[src/core/isd_pkg.sv]
// Constants, field layout and timing of the interlock status block
package isd_pkg;
  // Clock and counter width
  localparam longint CLK_HZ = 10_000_000;
  localparam int TMR_W = 35;
  // Times in their own units
  localparam longint WARN_TIMEOUT_MIN = 30;
  localparam longint FLASH_PULSE_MS = 250;
  localparam longint FLASH_GAP_MS = 1000;
  localparam longint BLINK_HALF_MS = 500;
  localparam longint COMM_TIMEOUT_MS = 100;
  // Cycle counts derived from the times (all divide exactly at this clock)
  localparam logic [TMR_W-1:0] WARN_CYC_DEF = TMR_W'(WARN_TIMEOUT_MIN * 64'd60 * CLK_HZ);
  localparam logic [TMR_W-1:0] PULSE_CYC_DEF = TMR_W'(FLASH_PULSE_MS * CLK_HZ / 64'd1000);
  localparam logic [TMR_W-1:0] GAP_CYC_DEF = TMR_W'(FLASH_GAP_MS * CLK_HZ / 64'd1000);
  localparam logic [TMR_W-1:0] BLINK_CYC_DEF = TMR_W'(BLINK_HALF_MS * CLK_HZ / 64'd1000);
  localparam logic [TMR_W-1:0] COMM_CYC_DEF = TMR_W'(COMM_TIMEOUT_MS * CLK_HZ / 64'd1000);
  // Register offsets
  localparam logic [7:0] ADDR_CTRL = 8'h00;
  localparam logic [7:0] ADDR_STATUS = 8'h04;
  localparam logic [7:0] ADDR_FAULT = 8'h08;
  localparam logic [7:0] ADDR_SERIAL = 8'h0C;
  // Control fields
  localparam int CTRL_POWER_TO_LOCK = 0;
  localparam int CTRL_OPEN_DISABLE = 1;
  localparam int CTRL_SERIAL = 2;
  localparam int CTRL_W = 3;
  localparam logic [CTRL_W-1:0] CTRL_RESET = 3'h0;
  // Request byte fields
  localparam int REQ_MAGNET = 0;
  localparam int REQ_ERR_RESET = 7;
  // Response byte fields
  localparam int RSP_SAFE_ON = 0;
  localparam int RSP_CLOSED_POSSIBLE = 1;
  localparam int RSP_LOCKED = 2;
  localparam int RSP_UPSTREAM = 4;
  localparam int RSP_ACT_VALID = 5;
  localparam int RSP_WARN = 6;
  localparam int RSP_ERROR = 7;
  // Red flash codes
  localparam logic [2:0] CODE_NONE = 3'h0;
  localparam logic [2:0] CODE_OUT_A = 3'h1;
  localparam logic [2:0] CODE_OUT_B = 3'h2;
  localparam logic [2:0] CODE_CROSS = 3'h3;
  localparam logic [2:0] CODE_TEMP = 3'h4;
  localparam logic [2:0] CODE_ACTUATOR = 3'h5;
  localparam logic [2:0] CODE_HANDLE = 3'h6;
  // Flash generator states
  typedef enum logic [1:0] {FL_IDLE, FL_ON, FL_OFF, FL_GAP} isd_flash_state_t;
endpackage : isd_pkg

[src/core/isd_flash_if.sv]
// Interface between the status logic and the red flash code generator
`timescale 1ns/1ps
interface isd_flash_if;
  logic [2:0] code;
  logic steady;
  logic led;
  modport src (output code, output steady, input led);
  modport gen (input code, input steady, output led);
endinterface : isd_flash_if

[src/core/isd_flash_code.sv]
// Red LED flash code generator: N pulses then a pause, or steady light
`timescale 1ns/1ps
module isd_flash_code import isd_pkg::*; #(
  parameter logic [TMR_W-1:0] PULSE_CYC = PULSE_CYC_DEF,
  parameter logic [TMR_W-1:0] GAP_CYC = GAP_CYC_DEF
) (
  input wire logic clk,
  input wire logic srst,
  isd_flash_if.gen fl
);
  isd_flash_state_t state_reg;
  logic [TMR_W-1:0] cnt_reg;
  logic [2:0] pulses_reg;
  logic led_reg;

  // Sequencer; the pulse count is compared with the current code at the end of every off phase
  always_ff @(posedge clk) begin
    if (srst) begin
      state_reg <= FL_IDLE;
      cnt_reg <= '0;
      pulses_reg <= 3'h0;
    end else begin
      unique case (state_reg)
        FL_IDLE: begin
          cnt_reg <= '0;
          pulses_reg <= 3'h0;
          if (fl.code != CODE_NONE) begin
            state_reg <= FL_ON;
          end
        end
        FL_ON: begin
          if (cnt_reg >= PULSE_CYC - 1'b1) begin
            cnt_reg <= '0;
            pulses_reg <= pulses_reg + 3'h1;
            state_reg <= FL_OFF;
          end else begin
            cnt_reg <= cnt_reg + 1'b1;
          end
        end
        FL_OFF: begin
          if (cnt_reg >= PULSE_CYC - 1'b1) begin
            cnt_reg <= '0;
            state_reg <= (pulses_reg >= fl.code) ? FL_GAP : FL_ON;
          end else begin
            cnt_reg <= cnt_reg + 1'b1;
          end
        end
        FL_GAP: begin
          if (cnt_reg >= GAP_CYC - 1'b1) begin
            state_reg <= FL_IDLE;
          end else begin
            cnt_reg <= cnt_reg + 1'b1;
          end
        end
      endcase
    end
  end

  // Steady request overrides the pulse train
  always_ff @(posedge clk) begin
    if (srst) begin
      led_reg <= 1'b0;
    end else begin
      led_reg <= fl.steady | (state_reg == FL_ON);
    end
  end

  assign fl.led = led_reg;
endmodule : isd_flash_code

[src/core/isd_interlock.sv]
// Status, fault classification and serial diagnostics of a guard-locking interlock
// Notes on behaviour
// - Lock request polarity follows power-to-lock selection
// - Outputs need locked, or just closed variant
// - Diagnostic high closed-and-lockable or locked only
// - Output A fault: one pulse, 30 min
// - Output B fault: two pulses, 30 min
// - Cross short: three pulses, 30 min
// - Overtemperature: four pulses, 30 min
// - Actuator fault: five pulses, immediate off
// - Handle out of position: six pulses, off
// - Internal error: outputs off, red steady
// - Warning drops diagnostic, outputs stay on
// - Temperature warning self-clears; after 30 min shutdown
// - Serial chain replaces plain diagnostic output
// - Response byte out, request byte in
// - Lost communication holds lock and outputs
// - Error reset: bit 7 falls or open
// - Output faults held until next release
// - Request bit 0 means magnet on
// - Response bits 0, 1, 2 meanings
`timescale 1ns/1ps
module isd_interlock import isd_pkg::*; #(
  parameter logic [TMR_W-1:0] WARN_CYC = WARN_CYC_DEF,
  parameter logic [TMR_W-1:0] PULSE_CYC = PULSE_CYC_DEF,
  parameter logic [TMR_W-1:0] GAP_CYC = GAP_CYC_DEF,
  parameter logic [TMR_W-1:0] BLINK_CYC = BLINK_CYC_DEF,
  parameter logic [TMR_W-1:0] COMM_CYC = COMM_CYC_DEF
) (
  input wire logic clk,
  input wire logic srst,
  input wire logic [7:0] addr,
  input wire logic [31:0] wdata,
  input wire logic wr_en,
  input wire logic rd_en,
  output logic [31:0] rdata,
  input wire logic lock_request_in,
  input wire logic guard_closed,
  input wire logic lock_possible,
  input wire logic actuator_locked,
  input wire logic actuator_valid,
  input wire logic upstream_enable_a,
  input wire logic upstream_enable_b,
  input wire logic fault_out_a,
  input wire logic fault_out_b,
  input wire logic fault_cross,
  input wire logic fault_temp,
  input wire logic fault_actuator,
  input wire logic fault_handle,
  input wire logic fault_internal,
  input wire logic sd_in,
  input wire logic sd_shift,
  input wire logic sd_latch,
  output logic sd_out,
  output logic magnet_on,
  output logic safety_output_a,
  output logic safety_output_b,
  output logic diag_out,
  output logic led_green,
  output logic led_red,
  output logic led_yellow
);
  logic [CTRL_W-1:0] ctrl_reg;
  logic [7:0] shift_reg;
  logic [7:0] req_reg;
  logic sd_out_reg;
  logic [TMR_W-1:0] comm_cnt_reg;
  logic comm_fail_reg;
  logic bit7_fall_reg;
  logic magnet_reg;
  logic guard_d_reg;
  logic permit_d_reg;
  logic lat_a_reg;
  logic lat_b_reg;
  logic lat_cross_reg;
  logic [TMR_W-1:0] warn_cnt_reg;
  logic expired_reg;
  logic err_reg;
  logic err_int_reg;
  logic [2:0] err_code_reg;
  logic safe_reg;
  logic diag_reg;
  logic [TMR_W-1:0] blink_cnt_reg;
  logic blink_reg;
  logic green_reg;
  logic yellow_reg;
  logic [31:0] rdata_reg;
  logic [7:0] rsp_byte;
  logic ptl;
  logic open_dis;
  logic serial;
  logic lock_req;
  logic up_ok;
  logic permit;
  logic release_ev;
  logic warn_any;
  logic err_cause;
  logic err_reset_ev;
  logic [2:0] live_code;
  isd_flash_if fl ();

  assign ptl = ctrl_reg[CTRL_POWER_TO_LOCK];
  assign open_dis = ctrl_reg[CTRL_OPEN_DISABLE];
  assign serial = ctrl_reg[CTRL_SERIAL];
  assign up_ok = upstream_enable_a & upstream_enable_b;

  // Control register; variant selects are software settings
  always_ff @(posedge clk) begin
    if (srst) begin
      ctrl_reg <= CTRL_RESET;
    end else if (wr_en && addr == ADDR_CTRL) begin
      ctrl_reg <= wdata[CTRL_W-1:0];
    end
  end

  // chain shift: bits pass through to the next device
  // response loaded on latch, request captured
  always_ff @(posedge clk) begin
    if (srst) begin
      shift_reg <= 8'h00;
      req_reg <= 8'h00;
      sd_out_reg <= 1'b0;
      bit7_fall_reg <= 1'b0;
    end else begin
      bit7_fall_reg <= 1'b0;
      if (sd_latch) begin
        req_reg <= shift_reg;
        shift_reg <= rsp_byte;
        // falling request bit 7 resets error
        bit7_fall_reg <= req_reg[REQ_ERR_RESET] & ~shift_reg[REQ_ERR_RESET];
      end else if (sd_shift) begin
        shift_reg <= {shift_reg[6:0], sd_in};
        sd_out_reg <= shift_reg[7];
      end
    end
  end

  // Watchdog on latches; the request byte is only ever replaced by a latch
  // held state on lost link
  always_ff @(posedge clk) begin
    if (srst) begin
      comm_cnt_reg <= '0;
      comm_fail_reg <= 1'b0;
    end else if (sd_latch) begin
      comm_cnt_reg <= '0;
      comm_fail_reg <= 1'b0;
    end else if (comm_cnt_reg >= COMM_CYC - 1'b1) begin
      comm_fail_reg <= serial;
    end else begin
      comm_cnt_reg <= comm_cnt_reg + 1'b1;
    end
  end

  // request bit 0 drives the magnet directly
  always_comb begin
    if (serial) begin
      lock_req = ptl ? req_reg[REQ_MAGNET] : ~req_reg[REQ_MAGNET];
    end else begin
      lock_req = ptl ? lock_request_in : ~lock_request_in;
    end
  end

  // Magnet is energised to lock or to unlock depending on the variant
  always_ff @(posedge clk) begin
    if (srst) begin
      magnet_reg <= 1'b0;
    end else begin
      magnet_reg <= ptl ? lock_req : ~lock_req;
    end
  end

  // release condition before faults are applied
  assign permit = up_ok & guard_closed & (open_dis | actuator_locked);
  assign release_ev = permit & ~permit_d_reg;

  // Edge history
  always_ff @(posedge clk) begin
    if (srst) begin
      guard_d_reg <= 1'b0;
      permit_d_reg <= 1'b0;
    end else begin
      guard_d_reg <= guard_closed;
      permit_d_reg <= permit;
    end
  end

  // output faults held until release; a present cause wins over the clear
  always_ff @(posedge clk) begin
    if (srst) begin
      lat_a_reg <= 1'b0;
      lat_b_reg <= 1'b0;
      lat_cross_reg <= 1'b0;
    end else begin
      lat_a_reg <= fault_out_a | (lat_a_reg & ~release_ev);
      lat_b_reg <= fault_out_b | (lat_b_reg & ~release_ev);
      lat_cross_reg <= fault_cross | (lat_cross_reg & ~release_ev);
    end
  end

  // temperature warning clears with its cause; output faults stay latched
  assign warn_any = lat_a_reg | lat_b_reg | lat_cross_reg | fault_temp;

  always_ff @(posedge clk) begin
    if (srst) begin
      warn_cnt_reg <= '0;
      expired_reg <= 1'b0;
    end else if (!warn_any) begin
      warn_cnt_reg <= '0;
      expired_reg <= 1'b0;
    end else if (warn_cnt_reg >= WARN_CYC - 1'b1) begin
      expired_reg <= 1'b1;
    end else begin
      warn_cnt_reg <= warn_cnt_reg + 1'b1;
    end
  end

  // immediate errors, plus an expired warning
  assign err_cause = fault_actuator | fault_handle | fault_internal | expired_reg;
  // guard opening or request bit 7 falling
  assign err_reset_ev = (guard_d_reg & ~guard_closed) | (serial & bit7_fall_reg);

  // Error latch; set wins, and reset needs the cause gone
  always_ff @(posedge clk) begin
    if (srst) begin
      err_reg <= 1'b0;
      err_int_reg <= 1'b0;
      err_code_reg <= CODE_NONE;
    end else if (err_cause) begin
      err_reg <= 1'b1;
      err_int_reg <= err_int_reg | fault_internal;
      if (live_code != CODE_NONE) begin
        err_code_reg <= live_code;
      end
    end else if (err_reset_ev) begin
      err_reg <= 1'b0;
      err_int_reg <= 1'b0;
      err_code_reg <= CODE_NONE;
    end
  end

  always_comb begin
    if (fault_handle) begin
      live_code = CODE_HANDLE;
    end else if (fault_actuator) begin
      live_code = CODE_ACTUATOR;
    end else if (lat_cross_reg | (lat_a_reg & lat_b_reg)) begin
      live_code = CODE_CROSS;
    end else if (lat_a_reg) begin
      live_code = CODE_OUT_A;
    end else if (lat_b_reg) begin
      live_code = CODE_OUT_B;
    end else if (fault_temp) begin
      live_code = CODE_TEMP;
    end else begin
      live_code = err_code_reg;
    end
  end

  // warnings keep the outputs on until expiry
  // missing upstream enable forces the outputs off
  // on lost link the frozen request keeps the state
  always_ff @(posedge clk) begin
    if (srst) begin
      safe_reg <= 1'b0;
    end else begin
      safe_reg <= permit & ~err_reg & ~err_cause;
    end
  end

  // diagnostic level, dropped on any warning or error
  // no plain diagnostic in the serial variant
  always_ff @(posedge clk) begin
    if (srst) begin
      diag_reg <= 1'b0;
    end else begin
      // Raw output faults as well, so the line drops on the edge the fault is seen
      diag_reg <= ~serial & guard_closed & (lock_possible | actuator_locked)
        & ~warn_any & ~fault_out_a & ~fault_out_b & ~fault_cross & ~err_reg & ~err_cause;
    end
  end

  // Shared 1 Hz blink for green and yellow
  always_ff @(posedge clk) begin
    if (srst) begin
      blink_cnt_reg <= '0;
      blink_reg <= 1'b0;
    end else if (blink_cnt_reg >= BLINK_CYC - 1'b1) begin
      blink_cnt_reg <= '0;
      blink_reg <= ~blink_reg;
    end else begin
      blink_cnt_reg <= blink_cnt_reg + 1'b1;
    end
  end

  // green flashes on missing upstream enable
  always_ff @(posedge clk) begin
    if (srst) begin
      green_reg <= 1'b0;
      yellow_reg <= 1'b0;
    end else begin
      green_reg <= up_ok | blink_reg;
      if (!guard_closed || err_reg) begin
        yellow_reg <= 1'b0;
      end else if (actuator_locked) begin
        yellow_reg <= 1'b1;
      end else begin
        yellow_reg <= blink_reg;
      end
    end
  end

  assign fl.steady = err_int_reg | fault_internal;
  assign fl.code = (warn_any | err_reg) ? live_code : CODE_NONE;

  isd_flash_code #(
    .PULSE_CYC(PULSE_CYC),
    .GAP_CYC(GAP_CYC)
  ) u_flash (
    .clk(clk),
    .srst(srst),
    .fl(fl)
  );

  // response bits 0..2, then upstream, actuator, warning, error
  always_comb begin
    rsp_byte = 8'h00;
    rsp_byte[RSP_SAFE_ON] = safe_reg;
    rsp_byte[RSP_CLOSED_POSSIBLE] = guard_closed & lock_possible;
    rsp_byte[RSP_LOCKED] = actuator_locked & actuator_valid;
    rsp_byte[RSP_UPSTREAM] = up_ok;
    rsp_byte[RSP_ACT_VALID] = actuator_valid;
    rsp_byte[RSP_WARN] = warn_any;
    rsp_byte[RSP_ERROR] = err_reg;
  end

  // Read port; data valid only in the cycle after the strobe
  always_ff @(posedge clk) begin
    if (srst || !rd_en) begin
      rdata_reg <= 32'h0000_0000;
    end else begin
      unique case (addr)
        ADDR_CTRL: rdata_reg <= {29'h0, ctrl_reg};
        ADDR_STATUS: rdata_reg <= {20'h0, comm_fail_reg, expired_reg, warn_any, err_reg,
          magnet_reg, safe_reg, diag_reg, yellow_reg, rsp_byte[3:0]};
        ADDR_FAULT: rdata_reg <= {23'h0, err_int_reg, fault_handle, fault_actuator,
          fault_temp, lat_cross_reg, lat_b_reg, lat_a_reg, err_code_reg[0]};
        ADDR_SERIAL: rdata_reg <= {16'h0, req_reg, rsp_byte};
        default: rdata_reg <= 32'h0000_0000;
      endcase
    end
  end

  assign rdata = rdata_reg;
  assign sd_out = sd_out_reg;
  assign magnet_on = magnet_reg;
  assign safety_output_a = safe_reg;
  assign safety_output_b = safe_reg;
  assign diag_out = diag_reg;
  assign led_green = green_reg;
  assign led_yellow = yellow_reg;
  assign led_red = fl.led;
endmodule : isd_interlock

[config.mk]
export PLATFORM = sky130hd
export DESIGN_NAME = isd_interlock
export DESIGN_NICKNAME = d
export VERILOG_FILES = /design/src/core/isd_pkg.sv /design/src/core/isd_flash_if.sv /design/src/core/isd_flash_code.sv /design/src/core/isd_interlock.sv
export SDC_FILE = /design/constraint.sdc
export NUM_CORES = 1
export LEC_CHECK = 0
export BUFFER_PORTS_ARGS = -buffer_cell sky130_fd_sc_hd__buf_4
export CORE_ASPECT_RATIO = 1.25
export CORE_MARGIN = 2
export CORE_UTILIZATION = 53
export DETAILED_ROUTE_END_ITERATION = 8
export GPL_TIMING_DRIVEN = 0
export PLACE_DENSITY = 0.76
export SLEW_MARGIN = 10
export SYNTH_ARGS = -nofsm -noshare
export SYNTH_HDL_FRONTEND = slang
export SYNTH_SLANG_ARGS = --single-unit
[constraint.sdc]
create_clock -name clk -period 2.45 [get_ports clk]
set_input_delay 0.3675 -clock clk [delete_from_list [all_inputs] [get_ports clk]]
set_output_delay 0.3675 -clock clk [all_outputs]
set_load 0.03 [all_outputs]
==> results.toml, run 1 <==
[status]
status = "finished, violations left"
violations = "negative setup slack"

[logic_synthesis]
yosysSeqAreaShare = 0.449
synthSimpleGateAreaFrac = 0.280
netlist_instances = 1033
ys_top_cells_by_count = "dfxtp_1, nor2_1, nand2_1"
synth_most_common_cell = "dfxtp_1"
synth_compound_area_frac = 0.106
syn_area_um2 = 8970
synth_flop_cell = "dfxtp_1"
syn_avg_cell_area_um2 = 8.68
synthArstFlopShare = 0
synth_top_cell_by_area = "dfxtp_1"
yosys_register_bits = 201
synth.area.top_cells = "dfxtp_1, nor2_1, mux2i_1"
synthMuxAreaShare = 0.0392
synth_top_area_share = 0.449
synth-edff-count = 0
synth_xor_area_frac = 0.0615
synth_fa_ha_area_frac = 0.0181
ys_types = 71
synth-warning-count = 0
synth_top_family_by_area = "simple AND/OR/NAND/NOR gates"

[route]
drtIter0Drc = 393
drtAntennaViolNets = 0
first_pass_iters = 4
drt-vias-per-instance = 5.59
dr_total_vias = 7732
routed_wl_mm = 20.8
drc_errors = 0
wire_per_inst_um = 15.0

[flow_run]
cap_violations = 0

[die]
die_area_um2 = 18000
fp.dieW_um = 120
start_util = 0.537
core-area_um2 = 16700
io_pins = 101
rows = 53
dieHeight_um = 149

[setup_path]
cp_slowest_cell = "or4b_1"
cp_cell_sequence = "or4b_1 > or4_4 > nor3_4 > o31ai_4 > a31o_1 > buf_6 > clkbuf_16 > nor2_1"
critPathMaxStageDelay_ns = 0.53
required_ns = 2.87
cp_top_family = "simple AND/OR/NAND/NOR gates"
endpoint_kind = "register"
critPathKind = "register to register"
startpoint_type = "register"
crit_fanout = 6
path_buf_inv = 2
cp.arrival_ns = 2.93

[place]
io_buffers = 52
dp_hpwl_mm = 13.7
place_congestion = 0.889

[cts]
numClockSinks = 201
cts_inserted_buffers = 21
cts_max_level = 1
clk_path_buf_depth = 3
cts_tree = "done"
cts.reportedPaths.clkPinSlew_ns = 0.07
ctsRootBufferMaster = "clkbuf_16"
worst_skew_pair.late_latency_ns = 0.50

[grt]
grt_max_degree = 16
first_global_vias = 6949
antenna_found_initial = 0
grt_pass1_wl_mm = 32.3
globalRouteOverflowTotal = 0
grt_usage = 0.214

[layout]
area_delta_synth_final_pct = 23.1
drive_above_1_share = 0.189
final_net_count = 1225
fin_util = 0.661
diodes = 0
fill_cells = 1394

[timing]
period_share = 1.02
rsz0062_at_grt = "true"
final-setup-viol-count = 29
worstMarginPinSlew_ns = 0.668
maxSlewViolCount = 0
max_clock_freq_ghz = 0.399
hold_viol = 0
holdWs_ns = 0.0956
clock_skew_ns = 0.0153
max-slew-margin-rel = 0.547
period_needed_ns = 2.51
worst_slack_ns = -0.0580

[power_and_ir_drop]
leakage_nw = 4.19
peakVddDrop_v = 0.000888
p_comb_frac = 0.114
power_density_nw_per_um2 = 660
clkPwrFrac = 0.419
pwr-share-seq = 0.467
switching_share = 0.247
finalPower_mw = 7.29
p_sw_mw = 1.80
p_int_mw = 5.49

[min_path]
hp-class = "input pin to register"
cell usage in the layout, fill, tap and decap left out, types with 10 or more instances in the layout:
master and count:
a21oi_1 49, a31oi_1 18, and2_1 27, and3_1 17, buf_4 83, clkbuf_1 25
clkbuf_16 24, conb_1 28, dfxtp_1 195, ha_1 12, inv_1 18, mux2i_1 34
nand2_1 53, nand2b_1 10, nand3_1 42, nand4_1 34, nor2_1 168, nor2_4 20
nor3_1 17, nor4_1 19, o21ai_0 25, or3_1 23, xnor2_1 26, xor2_1 30
power groups by stage:
stage                     clock network (mW)  registers [mW]  logic, mW
after floorplan                            0            3.46      0.479
after global placement                     0            3.46      0.634
after detailed placement                   0            3.47      0.644
after CTS                               3.12            3.40      0.652
after global routing                    3.26            3.40      0.913
final                                   3.05            3.40      0.834
worst min-delay path, delay by kind of cell:
family,cells,cell delay [ns]
buffers and inverters,1,0.09
AOI/OAI and AO/OA,1,0.03
and+or+nand+nor,1,0.07
cell families (layout without fill, tap and decap cells):
| logic type | Yosys count | count (layout) |
|---|---|---|
| simple gates | 496 | 496 |
| flops | 201 | 201 |
| xor+xnor | 63 | 63 |
| mux | 35 | 35 |
| compound gates | 147 | 147 |
| other cells | 1 | 28 |
| buf+inv | 77 | 181 |
| fa+ha+maj | 13 | 13 |
layout make-up:
cell class | count | area, µm² | share of cell area
sequential | 201 | 4030 | 0.365
buffer | 56 | 349 | 0.0316
multi-input combinational | 782 | 5070 | 0.460
clock buffer | 28 | 582 | 0.0527
timing repair buffer | 71 | 584 | 0.0529
inverter | 18 | 67.6 | 0.00612
tap | 220 | 275 | 0.0249
clock inverter | 8 | 75.1 | 0.00680
final timing paths:
path | from | end | slack [ns] | cells past startpoint
max | u_flash.cnt_reg[11]$_SDFFE_PP0P_ | u_flash.cnt_reg[13]$_SDFFE_PP0P_ | -0.06 | 8
min | fault_cross | lat_cross_reg$_SDFF_PP0_ | 0.1 | 3
max reg2reg | u_flash.cnt_reg[11]$_SDFFE_PP0P_ | u_flash.cnt_reg[13]$_SDFFE_PP0P_ | -0.06 | 8
min reg2reg | req_reg[5]$_SDFFE_PP0P_ | rdata[13]$_SDFF_PP0_ | 0.46 | 1
layer usage:
metal	part of all wire	up-vias	global-route usage
li1	-	3829	-
met1	0.43	3652	0.271
met2	0.49	204	0.365
met3	0.049	47	0.0381
met4	0.024	0	0.0779
met5	0	-	0
through the flow:
step	instances	worst slack (ns)	setup TNS, ns	cell area [µm²]
2_1_floorplan	1060	0.0598	0	9070
3_3_place_gp	1332	-1.02	-29.42	9740
3_5_place_dp	1333	-0.254	-6.76	9750
4_1_cts	1373	0.00153	0	10500
5_1_grt	1384	-0.134	-3.71	11000
6_report	1384	-0.0580	-0.699	11000
repair_timing:
action                                  in CTS  in global routing
endpoints found under the setup margin      72                 96
buffers inserted                             4                  8
pin swaps                                    6                 36
cloned                                       1                  5
hold endpoints to repair                     0                  0
gates resized for setup                     24                 94
hold buffers                                 0                  0
No activity file was read; power rests on OpenSTA's default activity.
==> inputs of run 2 (changes only) <==
Settings changed: BUFFER_PORTS_ARGS -buffer_cell sky130_fd_sc_hd__buf_4 to -buffer_cell sky130_fd_sc_hd__buf_2.
==> results.toml, run 2 (synthesized netlist as in run 1, its figures left out) <==
[die]
dieHeight_um = 149
rows = 53
die_area_um2 = 18000
core-area_um2 = 16700
io_pins = 101
start_util = 0.537
fp.dieW_um = 120

[grt]
grt_usage = 0.220
grt_pass1_wl_mm = 32.8
grt_max_degree = 17
antenna_found_initial = 5
first_global_vias = 7063
globalRouteOverflowTotal = 0

[timing]
maxSlewViolCount = 0
holdWs_ns = 0.115
max_clock_freq_ghz = 0.401
period_share = 1.02
hold_viol = 0
period_needed_ns = 2.49
clock_skew_ns = 0.0245
final-setup-viol-count = 31
rsz0062_at_grt = "true"
worstMarginPinSlew_ns = 0.685
max-slew-margin-rel = 0.542
worst_slack_ns = -0.0441

[min_path]
hp-class = "input pin to register"
hold_start = "fault_out_b"

[cts]
cts.reportedPaths.clkPinSlew_ns = 0.06
clk_path_buf_depth = 3
cts_inserted_buffers = 21
worst_skew_pair.late_latency_ns = 0.51
cts_max_level = 1
cts_tree = "done"
ctsRootBufferMaster = "clkbuf_16"
numClockSinks = 201

[route]
drt-vias-per-instance = 5.58
drc_errors = 0
drtAntennaViolNets = 0
drtIter0Drc = 389
first_pass_iters = 5
routed_wl_mm = 20.9
wire_per_inst_um = 15.0
dr_total_vias = 7775

[setup_path]
cp.arrival_ns = 2.91
critPathKind = "register to register"
startpoint_type = "register"
worstSetupStartpoint = "u_flash.cnt_reg[13]$_SDFFE_PP0P_"
r2r-start = "u_flash.cnt_reg[13]$_SDFFE_PP0P_"
required_ns = 2.87
endpoint_kind = "register"
crit_fanout = 10

[layout]
drive_above_1_share = 0.184
fin_util = 0.649
area_delta_synth_final_pct = 21.0
final_cells = 1394
final_common_cell = "dfxtp_1"
final_area_um2 = 10800
final_cell_mix = "dfxtp_1, nor2_1, nand2_1, buf_2, a21oi_1"
final_net_count = 1231

[status]
violations = "negative setup slack"
status = "finished, violations left"

[place]
place_congestion = 0.914
dp_cells = 1333
dp_hpwl_mm = 14.0
place_area_um2 = 9620
io_buffers = 52

[power_and_ir_drop]
leakage_nw = 4.22
power_density_nw_per_um2 = 676
peakVddDrop_v = 0.000602
finalPower_mw = 7.33

[flow_run]
cap_violations = 0
[run 2: layout make-up]
type,count,area [µm²]
clock buffers,25,561
multi-input cells,782,4920
diodes,2,5.00
well taps,220,275
fillers,1429,5860
flip-flops and latches,201,4040
clock inverters,13,155
plain buffers,56,355
repair buffers,77,473
inverters,18,67.6
[run 2: metal layers]
layer / track usage / share of wire / vias to the layer above
li1: - / - / 3857
met1: 0.270 / 0.42 / 3640
met2: 0.382 / 0.49 / 211
met3: 0.0393 / 0.055 / 61
met4: 0.0855 / 0.033 / 6
met5: 0 / 0.0019 / -
[run 2: path summary, 6_finish.rpt]
check        cells after the start  slack, ns                          endpoint
max reg2reg                      9      -0.04  u_flash.cnt_reg[11]$_SDFFE_PP0P_
min                              3       0.11              lat_b_reg$_SDFF_PP0_
max                              9      -0.04  u_flash.cnt_reg[11]$_SDFFE_PP0P_
min reg2reg                      1       0.46              rdata[12]$_SDFF_PP0_
[run 2: repair_timing]
action / CTS / global route
cloned: 2 / 0
setup endpoints to repair: 72 / 104
hold buffers: 0 / 0
pin swaps: 8 / 15
buffers inserted: 12 / 10
resized for setup: 28 / 65
[run 2: through the flow]
step                TNS, ns  setup WS, ns
detailed placement    -7.46        -0.259
finish               -0.738       -0.0441
global placement     -30.42         -1.04
floorplan                 0        0.0598
CTS                       0       0.00229
global route          -2.87        -0.106
[run 2: worst max-delay path, cell delays in order, from the launching register on]
cell     delay [ns]
dfxtp_4        0.36
or4b_4         0.52
or4_4          0.47
nor3_4         0.25
o31ai_4        0.10
buf_4          0.16
a31o_1         0.18
buf_6          0.14
buf_6          0.14
nor2_1         0.10
[run 2: report_power, final]
part | switching, mW | internal, mW
registers | 0.0665 | 3.33
clock network | 1.32 | 1.96
logic | 0.380 | 0.275
==> inputs of run 3 (changes only) <==
Settings changed: SKIP_LAST_GASP from default to 1.
==> results.toml, run 3 (synthesized netlist as in run 1, its figures left out) <==
[status]
status = "finished, violations left"
violations = "negative setup slack"

[route]
m1WireLength_mm = 8.91
routed_wl_mm = 20.9
drtIter0Drc = 400
met3_length_um = 950
routed.top_layer = "met5"
first_pass_iters = 5
drtAntennaViolNets = 0
drt-vias-per-instance = 5.52
met2_length_mm = 10.3
wire_per_inst_um = 15.0
dr_total_vias = 7697
drc_errors = 0

[place]
dp_hpwl_mm = 14.0
io_buffers = 52
place_congestion = 0.914
place_ws_ns = -0.259

[cts]
ctsRootBufferMaster = "clkbuf_16"
hold_buffers = 0
clk_path_buf_depth = 3
cts_max_level = 1
cts.reportedPaths.clkPinSlew_ns = 0.06
worst_skew_pair.late_latency_ns = 0.51
cts_tree = "done"
numClockSinks = 201
cts_inserted_buffers = 21

[die]
core-area_um2 = 16700
start_util = 0.537
fp.dieW_um = 120
dieHeight_um = 149
rows = 53
die_area_um2 = 18000
io_pins = 101

[setup_path]
required_ns = 2.87
critPathKind = "register to register"
path_buf_inv = 3
rrSetupSlack_ns = -0.04
startpoint_type = "register"
crit_fanout = 10
cp_top_family = "simple AND/OR/NAND/NOR gates"
cp_slowest_cell = "or4b_4"
critPathMaxStageDelay_ns = 0.52
worst_path_most_repeated_cell = "buf_6"
cp_cell_sequence = "or4b_4 > or4_4 > nor3_4 > o31ai_4 > buf_4 > a31o_1 > buf_6 > buf_6 > nor2_1"
endpoint_kind = "register"
cp.arrival_ns = 2.91

[grt]
antenna_found_initial = 5
grt_usage = 0.220
first_global_vias = 7063
grt_max_degree = 17
globalRouteOverflowTotal = 0
grt_pass1_wl_mm = 32.8

[timing]
max-slew-margin-rel = 0.543
fin_setup_tns_ns = -0.748
clock_skew_ns = 0.0249
worstMarginPinSlew_ns = 0.683
worst_slack_ns = -0.0446
period_needed_ns = 2.49
hold_viol = 0
period_share = 1.02
holdWs_ns = 0.113
rsz0062_at_grt = "true"
max_clock_freq_ghz = 0.401
maxSlewViolCount = 0
final-setup-viol-count = 31

[layout]
final_cell_mix = "dfxtp_1, nor2_1, nand2_1, buf_2, a21oi_1"
fill_cells = 1431
final_common_cell = "dfxtp_1"
area_delta_synth_final_pct = 20.5
multi_input_area_um2 = 4890
drive_above_1_share = 0.182
final_net_count = 1231
fin_util = 0.647
final-seq-area_um2 = 4040

[flow_run]
cap_violations = 0

[power_and_ir_drop]
leakage_nw = 4.21
peakVddDrop_v = 0.000602
power_density_nw_per_um2 = 679
finalPower_mw = 7.34

[min_path]
hp-class = "input pin to register"
## run 3: cell type report
cell class / instances / area share
multi-input cells: 782 / 0.452
flip-flops and latches: 201 / 0.374
clock buffers: 25 / 0.0518
repair buffers: 77 / 0.0434
plain buffers: 56 / 0.0325
well taps: 220 / 0.0255
clock inverters: 13 / 0.0143
inverters: 18 / 0.00625
diodes: 2 / 0.000463
## run 3: path summary, 6_finish.rpt
check                                                      start                                to  cells past startpoint
worst min-delay path                                 fault_out_b              lat_b_reg$_SDFF_PP0_                      3
worst min register to register     comm_cnt_reg[29]$_SDFFE_PP0N_     comm_cnt_reg[29]$_SDFFE_PP0N_                      1
worst max-delay path            u_flash.cnt_reg[13]$_SDFFE_PP0P_  u_flash.cnt_reg[11]$_SDFFE_PP0P_                      9
worst max register to register  u_flash.cnt_reg[13]$_SDFFE_PP0P_  u_flash.cnt_reg[11]$_SDFFE_PP0P_                      9
## run 3: power breakdown
group          switching, mW  internal (mW)
clock                   1.32           1.96
combinational          0.379          0.275
sequential            0.0657           3.33
total                   1.77           5.57
## run 3: tightest hold or removal path, cell delays in order
cell	delay (ns)
buf_2	0.11
a21oi_1	0.04
nor2_1	0.07
## run 3: metal layers
metal  track usage  vias to the layer above
li1              -                     3847
met1         0.270                     3601
met2         0.382                      182
met3        0.0393                       61
met4        0.0855                        6
met5             0                        -
## run 3: what timing repair did
action / 4_1_cts / 5_1_grt
resized for setup: 28 / 58
endpoints found under the setup margin: 72 / 104
buffers inserted: 12 / 10
gates cloned: 2 / 0
pin swaps: 8 / 14
## run 3: metrics by stage
step	cells	instance area [µm²]
finish	1394	10800
global route	1393	10800
CTS	1384	10600
detailed placement	1333	9620
global placement	1332	9610
floorplan	1060	9070
